[src/hw/pst_map.svh]
`ifndef PST_MAP_SVH
`define PST_MAP_SVH
`define PST_OFF_PCL      8'h00
`define PST_OFF_TBLP     8'h04
`define PST_OFF_TBHP     8'h08
`define PST_OFF_TBHI     8'h0C
`define PST_OFF_STAT     8'h10
`define PST_OFF_CMD      8'h14
`define PST_OFF_DLOW     8'h18
`define PST_RESET_VEC    11'h000
`define PST_LAST_PAGE    3'h7
`define PST_CMD_STEP     3'h1
`define PST_CMD_SKIP     3'h2
`define PST_CMD_JMP      3'h3
`define PST_CMD_CALL     3'h4
`define PST_CMD_RET      3'h5
`define PST_CMD_TBRD     3'h6
`define PST_CMD_TBRDL    3'h7
`endif

[src/hw/pst_pkg.sv]
package pst_pkg;
	typedef enum logic [1:0] {PST_IDLE, PST_DUMMY, PST_TABLE} pst_state_t;
endpackage

[src/hw/pst_sequencer.sv]
// The implementer's own choices: the Wishbone interface to the registers and the address map.
`timescale 1ns/10ps
`include "pst_map.svh"
// How it works
// [RULE1] Program counter advances by one per executed instruction unless flow is redirected.
// [RULE2] Only the low eight counter bits are a software register.
// [RULE3] Jump, call, interrupt entry and reset load a target into the counter.
// [RULE4] A met skip discards the prefetched instruction and runs a dummy cycle.
// [RULE5] Counter is eleven bits: three high bits and eight low bits.
// [RULE6] Writing the low counter register jumps within the current 256-word page.
// [RULE7] Writing the low counter register inserts one dummy cycle.
// [RULE8] Return stack holds counter values only; stack and pointer are hidden from software.
// [RULE9] Call or interrupt acknowledge pushes the counter; either return pops it.
// [RULE10] After reset the stack pointer shows the empty top position.
// [RULE11] With the stack full an interrupt is held pending until a return frees a level.
// [RULE12] A call with the stack full proceeds and loses the oldest entry.
// [RULE13] Arithmetic results go to their register and update status flags; this module has no ALU and no flags.
// [RULE14] Program memory is 2K words of 16 bits, fetched by the counter.
// [RULE15] Execution starts at address zero after reset.
// [RULE16] Full-range table address takes high pointer bits 10..8 and low pointer bits 7..0.
// [RULE17] Last-page table address forces bits 10..8 high, low pointer gives 7..0.
// [RULE18] Table read puts low byte to the data register, high byte to the table-high register.
// [RULE19] Table-high register is read only; only table reads update it.
// [RULE20] Every table read takes two instruction cycles.
// [RULE21] Branches and calls take two instruction cycles.
// [RULE22] Stack depth is a parameter; full is derived from the level pointer.
module pst_sequencer #(
	parameter int DEPTH = 8,
	parameter int AW    = 11
) (
	input  wire logic          clk_i,
	input  wire logic          rst_i,
	input  wire logic [7:0]    wb_adr_i,
	input  wire logic [31:0]   wb_dat_i,
	output logic      [31:0]   wb_dat_o,
	input  wire logic          wb_we_i,
	input  wire logic [3:0]    wb_sel_i,
	input  wire logic          wb_cyc_i,
	input  wire logic          wb_stb_i,
	output logic               wb_ack_o,
	input  wire logic [2:0]    op_i,
	input  wire logic          op_valid_i,
	input  wire logic [AW-1:0] target_i,
	input  wire logic          irq_req_i,
	output logic               irq_ack_o,
	output logic [AW-1:0]      fetch_addr_o,
	input  wire logic [15:0]   mem_data_i,
	output logic               busy_o,
	output logic [7:0]         table_low_o,
	output logic               table_low_valid_o
);

	localparam int SPW = $clog2(DEPTH + 1);

	////////////////////////////////////////////////////////////////////////////////
	// State
	logic [AW-1:0]        pc;
	logic [AW-1:0]        stack [DEPTH];
	logic [SPW-1:0]       level;
	logic [7:0]           tblp;
	logic [7:0]           tbhp;
	logic [7:0]           tbhi;
	logic [7:0]           tlow;
	logic [AW-1:0]        taddr;
	logic                 ack;
	logic                 tlv;
	logic                 irq_pend;
	pst_pkg::pst_state_t  state;

	////////////////////////////////////////////////////////////////////////////////
	// Decoding
	function automatic logic is_op(input logic [2:0] op, input logic [2:0] code);
		is_op = (op == code);
	endfunction

	wire         pcl_hold   = wb_cyc_i & wb_stb_i & wb_we_i & wb_sel_i[0] & (wb_adr_i == `PST_OFF_PCL) &
	                          (state != pst_pkg::PST_IDLE);
	wire         acc        = wb_cyc_i & wb_stb_i & ~ack & ~pcl_hold;
	wire         wr         = acc & wb_we_i & wb_sel_i[0];
	// A low counter write while busy waits for idle, so its own dummy cycle is never swallowed
	wire         wr_pcl     = wr & (wb_adr_i == `PST_OFF_PCL) & (state == pst_pkg::PST_IDLE); // see [RULE7]
	wire         wr_tblp    = wr & (wb_adr_i == `PST_OFF_TBLP);
	wire         wr_tbhp    = wr & (wb_adr_i == `PST_OFF_TBHP);
	wire         idle       = (state == pst_pkg::PST_IDLE);
	wire         go         = op_valid_i & idle & ~wr_pcl;
	wire         full       = (level == SPW'(DEPTH));   // see [RULE22]
	wire         empty      = (level == '0);
	wire         do_step    = go & is_op(op_i, `PST_CMD_STEP);
	wire         do_skip    = go & is_op(op_i, `PST_CMD_SKIP);
	wire         do_jmp     = go & is_op(op_i, `PST_CMD_JMP);
	wire         do_call    = go & is_op(op_i, `PST_CMD_CALL);
	wire         do_ret     = go & is_op(op_i, `PST_CMD_RET);
	wire         do_tbrd    = go & is_op(op_i, `PST_CMD_TBRD);
	wire         do_tbrdl   = go & is_op(op_i, `PST_CMD_TBRDL);
	// Interrupt only taken while idle with no other command and a free level
	wire         take_irq   = (irq_req_i | irq_pend) & idle & ~op_valid_i & ~wr_pcl & ~full; // see [RULE11]
	wire         push       = do_call | take_irq;                  // see [RULE9]
	wire [AW-1:0] pc_inc    = pc + AW'(1);
	wire [AW-1:0] top       = stack[0];
	wire [AW-1:0] tab_full  = {tbhp[2:0], tblp};                   // see [RULE16]
	wire [AW-1:0] tab_last  = {`PST_LAST_PAGE, tblp};              // see [RULE17]
	wire [AW-1:0] pcl_tgt   = {pc[AW-1:8], wb_dat_i[7:0]};         // see [RULE6]

	logic [AW-1:0] next_pc;
	always_comb begin
		next_pc = pc;
		if (wr_pcl)
			next_pc = pcl_tgt;                                     // see [RULE6]
		else if (take_irq)
			next_pc = target_i;                                    // see [RULE3]
		else if (do_jmp | do_call)
			next_pc = target_i;                                    // see [RULE3]
		else if (do_ret)
			next_pc = top;                                         // see [RULE9]
		else if (do_step | do_skip | do_tbrd | do_tbrdl)
			next_pc = pc_inc;                                      // see [RULE1]
	end

	logic [31:0] rd;
	always_comb begin
		case (wb_adr_i)
			`PST_OFF_PCL:  rd = {24'h000000, pc[7:0]};             // see [RULE2]
			`PST_OFF_TBLP: rd = {24'h000000, tblp};
			`PST_OFF_TBHP: rd = {24'h000000, tbhp};
			`PST_OFF_TBHI: rd = {24'h000000, tbhi};
			`PST_OFF_STAT: rd = {30'h00000000, irq_pend, ~idle};
			`PST_OFF_DLOW: rd = {24'h000000, tlow};
			default:       rd = 32'h00000000;
		endcase
	end

	////////////////////////////////////////////////////////////////////////////////
	// Program counter and control
	always_ff @(posedge clk_i) begin
		if (rst_i) begin
			pc       <= `PST_RESET_VEC;                            // see [RULE15]
			state    <= pst_pkg::PST_IDLE;
			irq_pend <= 1'b0;
		end else begin
			pc <= next_pc;                                         // see [RULE5]
			if (take_irq)
				irq_pend <= 1'b0;
			else if (irq_req_i)
				irq_pend <= 1'b1;                                  // see [RULE11]
			case (state)
				pst_pkg::PST_IDLE: begin
					if (wr_pcl | do_skip | do_jmp | do_call | do_ret | take_irq)
						state <= pst_pkg::PST_DUMMY;               // see [RULE4] [RULE7] [RULE21]
					else if (do_tbrd | do_tbrdl)
						state <= pst_pkg::PST_TABLE;               // see [RULE20]
				end
				pst_pkg::PST_DUMMY: state <= pst_pkg::PST_IDLE;
				pst_pkg::PST_TABLE: state <= pst_pkg::PST_IDLE;
				default:            state <= pst_pkg::PST_IDLE;
			endcase
		end
	end

	////////////////////////////////////////////////////////////////////////////////
	// Return stack, entry 0 is the newest; a push when full drops the oldest
	always_ff @(posedge clk_i) begin
		if (rst_i)
			level <= '0;                                           // see [RULE10]
		else if (push & ~full)
			level <= level + SPW'(1);
		else if (do_ret & ~empty)
			level <= level - SPW'(1);                              // see [RULE9]
	end

	genvar g;
	generate
		for (g = 0; g < DEPTH; g++) begin : g_stk
			always_ff @(posedge clk_i) begin
				if (push)
					stack[g] <= (g == 0) ? (take_irq ? pc : pc_inc) : stack[(g == 0) ? 0 : g-1]; // see [RULE8] [RULE12]
				else if (do_ret)
					stack[g] <= (g == DEPTH-1) ? stack[g] : stack[(g == DEPTH-1) ? g : g+1];
			end
		end
	endgenerate

	////////////////////////////////////////////////////////////////////////////////
	// Table pointers and table read
	always_ff @(posedge clk_i) begin
		if (rst_i) begin
			tblp  <= 8'h00;
			tbhp  <= 8'h00;
			tbhi  <= 8'h00;
			tlow  <= 8'h00;
			taddr <= `PST_RESET_VEC;
			tlv   <= 1'b0;
		end else begin
			tlv <= 1'b0;
			if (wr_tblp)
				tblp <= wb_dat_i[7:0];
			if (wr_tbhp)
				tbhp <= wb_dat_i[7:0];
			if (do_tbrd)
				taddr <= tab_full;
			else if (do_tbrdl)
				taddr <= tab_last;
			if (state == pst_pkg::PST_TABLE) begin
				tlow <= mem_data_i[7:0];                           // see [RULE18]
				tbhi <= mem_data_i[15:8];                          // see [RULE19]
				tlv  <= 1'b1;
			end
		end
	end

	////////////////////////////////////////////////////////////////////////////////
	// Bus answer, one cycle after the request; a low counter write while busy is answered one cycle after idle
	always_ff @(posedge clk_i) begin
		if (rst_i) begin
			ack      <= 1'b0;
			wb_dat_o <= 32'h00000000;
		end else begin
			ack      <= acc;
			wb_dat_o <= rd;
		end
	end

	// Program memory itself is outside; fetch uses the table address during the second cycle
	assign fetch_addr_o      = (state == pst_pkg::PST_TABLE) ? taddr : pc; // see [RULE14]
	assign wb_ack_o          = ack;
	assign irq_ack_o         = take_irq;
	assign busy_o            = ~idle;
	assign table_low_o       = tlow;
	assign table_low_valid_o = tlv;
	// ALU result and flag writes live in the execute unit, not here (RULE13 stays outside)

endmodule // pst_sequencer

[config.mk]
export PLATFORM = sky130hd
export DESIGN_NAME = pst_sequencer
export DESIGN_NICKNAME = d
export VERILOG_FILES = /design/src/hw/pst_pkg.sv /design/src/hw/pst_sequencer.sv
export VERILOG_INCLUDE_DIRS = /design/src /design/src/hw
export SDC_FILE = /design/constraint.sdc
export NUM_CORES = 1
export LEC_CHECK = 0
export ABC_AREA = 1
export BUFFER_PORTS_ARGS = -buffer_cell sky130_fd_sc_hd__clkbuf_2
export CAP_MARGIN = 20
export CORE_MARGIN = 2
export CORE_UTILIZATION = 55
export CTS_CLUSTER_SIZE = 16
export DETAILED_ROUTE_END_ITERATION = 7
export PLACE_DENSITY = 0.79
export SETUP_SLACK_MARGIN = 0.05
export SLEW_MARGIN = 10
export SYNTH_ARGS = -nofsm -noshare
export SYNTH_HDL_FRONTEND = slang
export SYNTH_SLANG_ARGS = --single-unit
[constraint.sdc]
create_clock -name clk_i -period 5.92 [get_ports clk_i]
set_input_delay 0.592 -clock clk_i [delete_from_list [all_inputs] [get_ports clk_i]]
set_output_delay 0.592 -clock clk_i [all_outputs]
set_load 0.01 [all_outputs]
## Word-level counts from Yosys, hierarchy flattened

Memories as Yosys holds them, arrays and structs flattened.
Index checks and enable logic that the tools add are counted.

- Register bits: 95
- Memory bits (writable): 88
- Memories kept: 1

Memory list:

| name | depth | bits a word | rd ports | clocked after memory_dff | wr ports | RTL line | source |
|---|---|---|---|---|---|---|---|
| stack | 8 | 11 | 8 | 0 | 8 | pst_sequencer.sv:58 | `logic [AW-1:0] stack [DEPTH];` |

- Equal/unequal tests: 14
- Bitwise gates (word level): 55
- Reductions and logical operators: 13
- Multiplexer cells: 28
- $add $sub $neg: 3

Operators by type and width:

| kind | count |
|---|---|
| 11-bit two-way mux | 16 |
| 8-bit case mux with 6 select lines | 1 |
| 1-bit AND | 28 |
| 1-bit bitwise OR | 20 |
| 8-bit by 4-bit == test with 1-bit output, second input constant | 2 |
| 8-bit by 5-bit == test with 1-bit output, second input constant | 2 |
| 3-bit == test, second input constant | 4 |
| 11-bit by 1-bit adder with 11-bit output, second input constant | 1 |
| 8-bit by 3-bit == test with 1-bit output, second input constant | 1 |
| 8-bit logical NOT | 1 |
| 1-bit two-way mux | 8 |
| 4-bit two-way mux | 2 |
| 8-bit two-way mux | 1 |
| 2-bit nonzero test | 4 |
| 1-bit NOT | 7 |
| 3-bit by 2-bit == test with 1-bit output, second input constant | 2 |
| 5-bit nonzero test | 1 |
| 4-bit by 1-bit adder with 4-bit output, second input constant | 1 |
| 4-bit == test, second input constant | 1 |
| 4-bit logical NOT | 1 |
| 4-bit nonzero test | 1 |
| 2-bit OR reduction | 2 |
| 4-bit by 1-bit subtractor with 4-bit output, second input constant | 1 |
| 3-bit by 1-bit == test with 1-bit output, second input constant | 1 |
| 4 further kinds | 4 |

## Longest topological paths before layout

- Word-level depth: 22
- Mapped depth: 15
- Gate-level depth less buffers: 15

## Worst setup path after synthesis

Ideal clock, no wire load.

- Kind: input -> register
- Start point: in wb_adr_i[7]
- End point: mem stack[0][0], enable pin
- Library setup time: 0.970 ns
- Arrival time: 3.426 ns
- Stages: 9
- Path slack: 1.524 ns
- Path through: nor2_1 -> nand2_2 -> nor2_8 -> nand4_4 -> buf_6 -> nand3_4 -> buf_4 -> buf_2 -> nand3_1

RTL lines:

| what | RTL line | source |
|---|---|---|
| start: declaration | pst_sequencer.sv:33 | `input wire logic [7:0] wb_adr_i,` |
| end: declaration | pst_sequencer.sv:58 |  |

## Final worst setup path

- Start point: in wb_adr_i[1]
- End point: out irq_ack_o

- Word-level cells in the longest chain between the ends: 12

RTL lines:

| what | RTL line | source |
|---|---|---|
| 8-bit logical NOT * | n/a |  |
| 1-bit AND (2 in series) | pst_sequencer.sv:76 | `` wire pcl_hold = wb_cyc_i & wb_stb_i & wb_we_i & wb_sel_i[0] & (wb_adr_i == `PST_OFF_PCL) & `` |
| 1-bit NOT | pst_sequencer.sv:78 | `wire acc = wb_cyc_i & wb_stb_i & ~ack & ~pcl_hold;` |
| 1-bit AND | pst_sequencer.sv:78 |  |
| 1-bit AND (2 in series) | pst_sequencer.sv:79 | `wire wr = acc & wb_we_i & wb_sel_i[0];` |
| 1-bit AND * (2 in series) | pst_sequencer.sv:81 | `` wire wr_pcl = wr & (wb_adr_i == `PST_OFF_PCL) & (state == pst_pkg::PST_IDLE); `` |
| 1-bit NOT (no line) * | n/a |  |
| 1-bit AND * (2 in series) | pst_sequencer.sv:96 | `wire take_irq = (irq_req_i \| irq_pend) & idle & ~op_valid_i & ~wr_pcl & ~full;` |
| end: declaration | pst_sequencer.sv:45 | `output logic irq_ack_o,` |

Mark *: on every way between the ends. The rest lies on a longest branch, timed or not.

==> impl_metrics.csv <==
group,metric,value,unit
clock_tree,ctsResizeCount,0,
setup_path,ff2ff_path_depth,13,
detailed_routing,drt-met1-wl,7170,µm
clock_tree,clkTransAtPathRegs,60,ps
placed_design,dp.cells,1122,
timing,fin_crit,3040,ps
yosys,avgSynthCellArea,8.44,µm²
outcome,status,"finished, final reports clean",
timing,rsz0062_at_grt,"false",
global_route,overflow,0,
timing,layout_worst_path_cycle_share,51.4,%
cells_and_area,final_common_cell,"nand2_1",
detailed_routing,postRouteAntennaNets,0,
yosys,synthTopCellsByArea,"edfxtp_1 35%, dfxtp_1 19%, nand2_1 14%, o21ai_0 6.0%, inv_1 3.6%",
yosys,syn_inst,900,
setup_path,crit_path_max_incr_delay,350,ps
global_route,grt_pass1_vias,5664,
min_path,hold-path-cell-count,3,
cells_and_area,layout-drive-gt1-share,15.1,%
min_path,hold_path_class,"input pin to register",
yosys,ys_seq_area_share,53.5,%
clock_tree,hold_buffers,0,
pwr,ir_drop,244,µV
setup_path,critPathKind,"input pin to primary output",
timing,worst_slew_pin_slew,686,ps
pwr,p_per_area,338,nW/µm²
min_path,hp-start,"mem_data_i[2]",
floorplan,row_count,42,
yosys,syn-cell-area,7590,µm²
floorplan,start_util,56.9,%
floorplan,die-width,122,µm
yosys,synth_edf_count,88,
yosys,synth_top_area_cell,"edfxtp_1",
cells_and_area,final_cell_mix,"279 x nand2_1, 91 x o21ai_0, 88 x edfxtp_1",
cells_and_area,finalNetCount,1052,
floorplan,top_level_ports,136,
placed_design,gp_congestion,0.909,
clock_tree,clk_latency,420,ps
min_path,hold_path_end,"table_low_o[2]",
clock_tree,cts_root_buffer,"clkbuf_16",
cells_and_area,finalNonFillerCells,1156,
setup_path,cp-end-kind,"primary output",
detailed_routing,wl_met3,1010,µm
timing,hold_viol,0,
timing,setup_viol,0,
detailed_routing,vias,6138,
cells_and_area,area_growth,13.5,%
global_route,grtUsageTotal,23.3,%
clock_tree,numCtsBuffers,17,
detailed_routing,highest_layer,"met4",
detailed_routing,vias_per_cell,5.31,
global_route,grt_max_degree,78,
global_route,grt_pass1_wl,26800,µm
floorplan,die_area,14800,µm²
detailed_routing,dr.pass1.iters,5,
yosys,yosysTopAreaCellShare,34.8,%
yosys,synth_warnings,0,
global_route,antenna_found_initial,0,
yosys,synth-async-reset-ratio,0,%
setup_path,critPathSlowestCell,"nand4_2",
detailed_routing,drc,0,
clock_tree,tritoncts,"built",
timing,worst_hold_slack,398,ps
setup_path,reg2reg_slack,3010,ps
placed_design,port_buffers,84,
setup_path,critPathMaxFanout,22,
clock_tree,h-tree-depth,4,
floorplan,fp.coreArea,13300,µm²
yosys,ys_types,42,
clock_tree,post-cts-setup-buffers,0,
setup_path,r2r-start,"state[0]",
cells_and_area,antennaDiodeCount,0,
detailed_routing,wl_per_cell,14.3,µm
setup_path,worst_setup_path_start_kind,"input pin",
run,max_cap_viol_count,0,
setup_path,arrival,2450,ps
detailed_routing,drtIter0Drc,391,
yosys,synth_ff_type,"edfxtp_1",
setup_path,required,5330,ps
setup_path,reg2reg_to,"level[3]",
timing,tns,0,ps
timing,finalMaxSlewViolations,0,
yosys,synth-seq-cells,159,
floorplan,die_height,122,µm
timing,slew_headroom,54.2,%
setup_path,path_cells,"clkbuf_2 -> nor2_2 -> nand2_2 -> nor2_8 -> nand4_2 -> nand2_2 -> inv_1 -> clkbuf_2",
timing,clock.fmax,0.328,GHz
clock_tree,cts_max_path_buffers,2,
timing,clock_skew,7.55,ps
placed_design,hpwl,11200,µm
detailed_routing,wl,16600,µm
detailed_routing,dr_wl_met2,7900,µm
clock_tree,clock_sinks,159,
pwr,leakage,3.73,nW
[sequential cells by signal, summed over array words and instances (netlist names)]
register           cells
table_low_valid_o      1
tbhi                   8
tbhp                   8
taddr                 11
state                  2
table_low_o            8
stack                 88
wb_ack_o               1
pc                    11
irq_pend               1
tblp                   8
wb_dat_o               8
level                  4
[power by group]
group / internal (W) / switching (W)
Sequential: 0.00133 / 0.0000654
Clock: 0.000684 / 0.000427
Combinational: 0.000138 / 0.000274
Total: 0.00215 / 0.000766
[cells in the mapped netlist (2+ instances only)]
library cell,count
nand2_1,279
o21ai_0,91
edfxtp_1,88
inv_1,72
dfxtp_1,71
nor2_1,64
a21oi_1,45
buf_4,29
buf_2,21
nand3_1,19
o21ai_1,15
nor3_1,14
clkbuf_1,13
nand4_1,11
o22ai_1,10
xor2_1,9
inv_2,4
nand2_2,4
nand3_2,4
nor2_2,4
a211oi_1,3
a221oi_1,3
ha_1,3
nor2_4,2
nor2_8,2
nor3_4,2
o211ai_1,2
or2_1,2
[layer usage]
metal,GRT usage [%],up-vias
met5,0,-
met4,10.8,0
met3,4.42,36
met2,37.3,233
met1,30.9,2808
li1,-,3061
[per-stage QoR]
step / cell area [µm²] / util (%) / total power (W) / worst slack [ps]
after floorplan: 7680 / - / 0.00171 / 1520
after global placement: 7970 / 59.7 / 0.00180 / 2130
after detailed placement: 7970 / 59.7 / 0.00181 / 2090
after CTS: 8570 / 64.2 / 0.00292 / 2520
after global routing: 8620 / 64.6 / 0.00304 / 2680
final: 8620 / 64.6 / 0.00291 / 2880
[how the worst max path moves through the flow]
stage,to,cells after the start,startpoint
finish,irq_ack_o,8,wb_adr_i[1]
global route,level[3],14,wb_adr_i[7]
CTS,stack[0][20],8,wb_adr_i[7]
detailed placement,stack[0][19],8,wb_adr_i[7]
global placement,stack[0][8],8,wb_adr_i[7]
floorplan,stack[0][0],9,wb_adr_i[7]
[worst max-delay path, delay by kind of cell]
family                 cells  cell delay, ps
and+or+nand+nor            5            1190
buffers and inverters      3             670
[cells by family after synthesis]
family          share of synthesized area (%)
compound gates                           11.9
flops                                    53.5
buf+inv                                  9.00
fa+ha+maj                               0.758
xor+xnor                                 1.15
simple gates                             23.6
other cells                            0.0494
[cell type report]
cell class              instances  area (µm²)
well taps                     176         220
flip-flops and latches        159        4060
clock inverters                 8         100
multi-input cells             623        2950
inverters                      76         285
repair buffers                 90         498
fillers                      1118        4730
clock buffers                  24         505
Note: power is estimated with default switching activity, not from simulation.
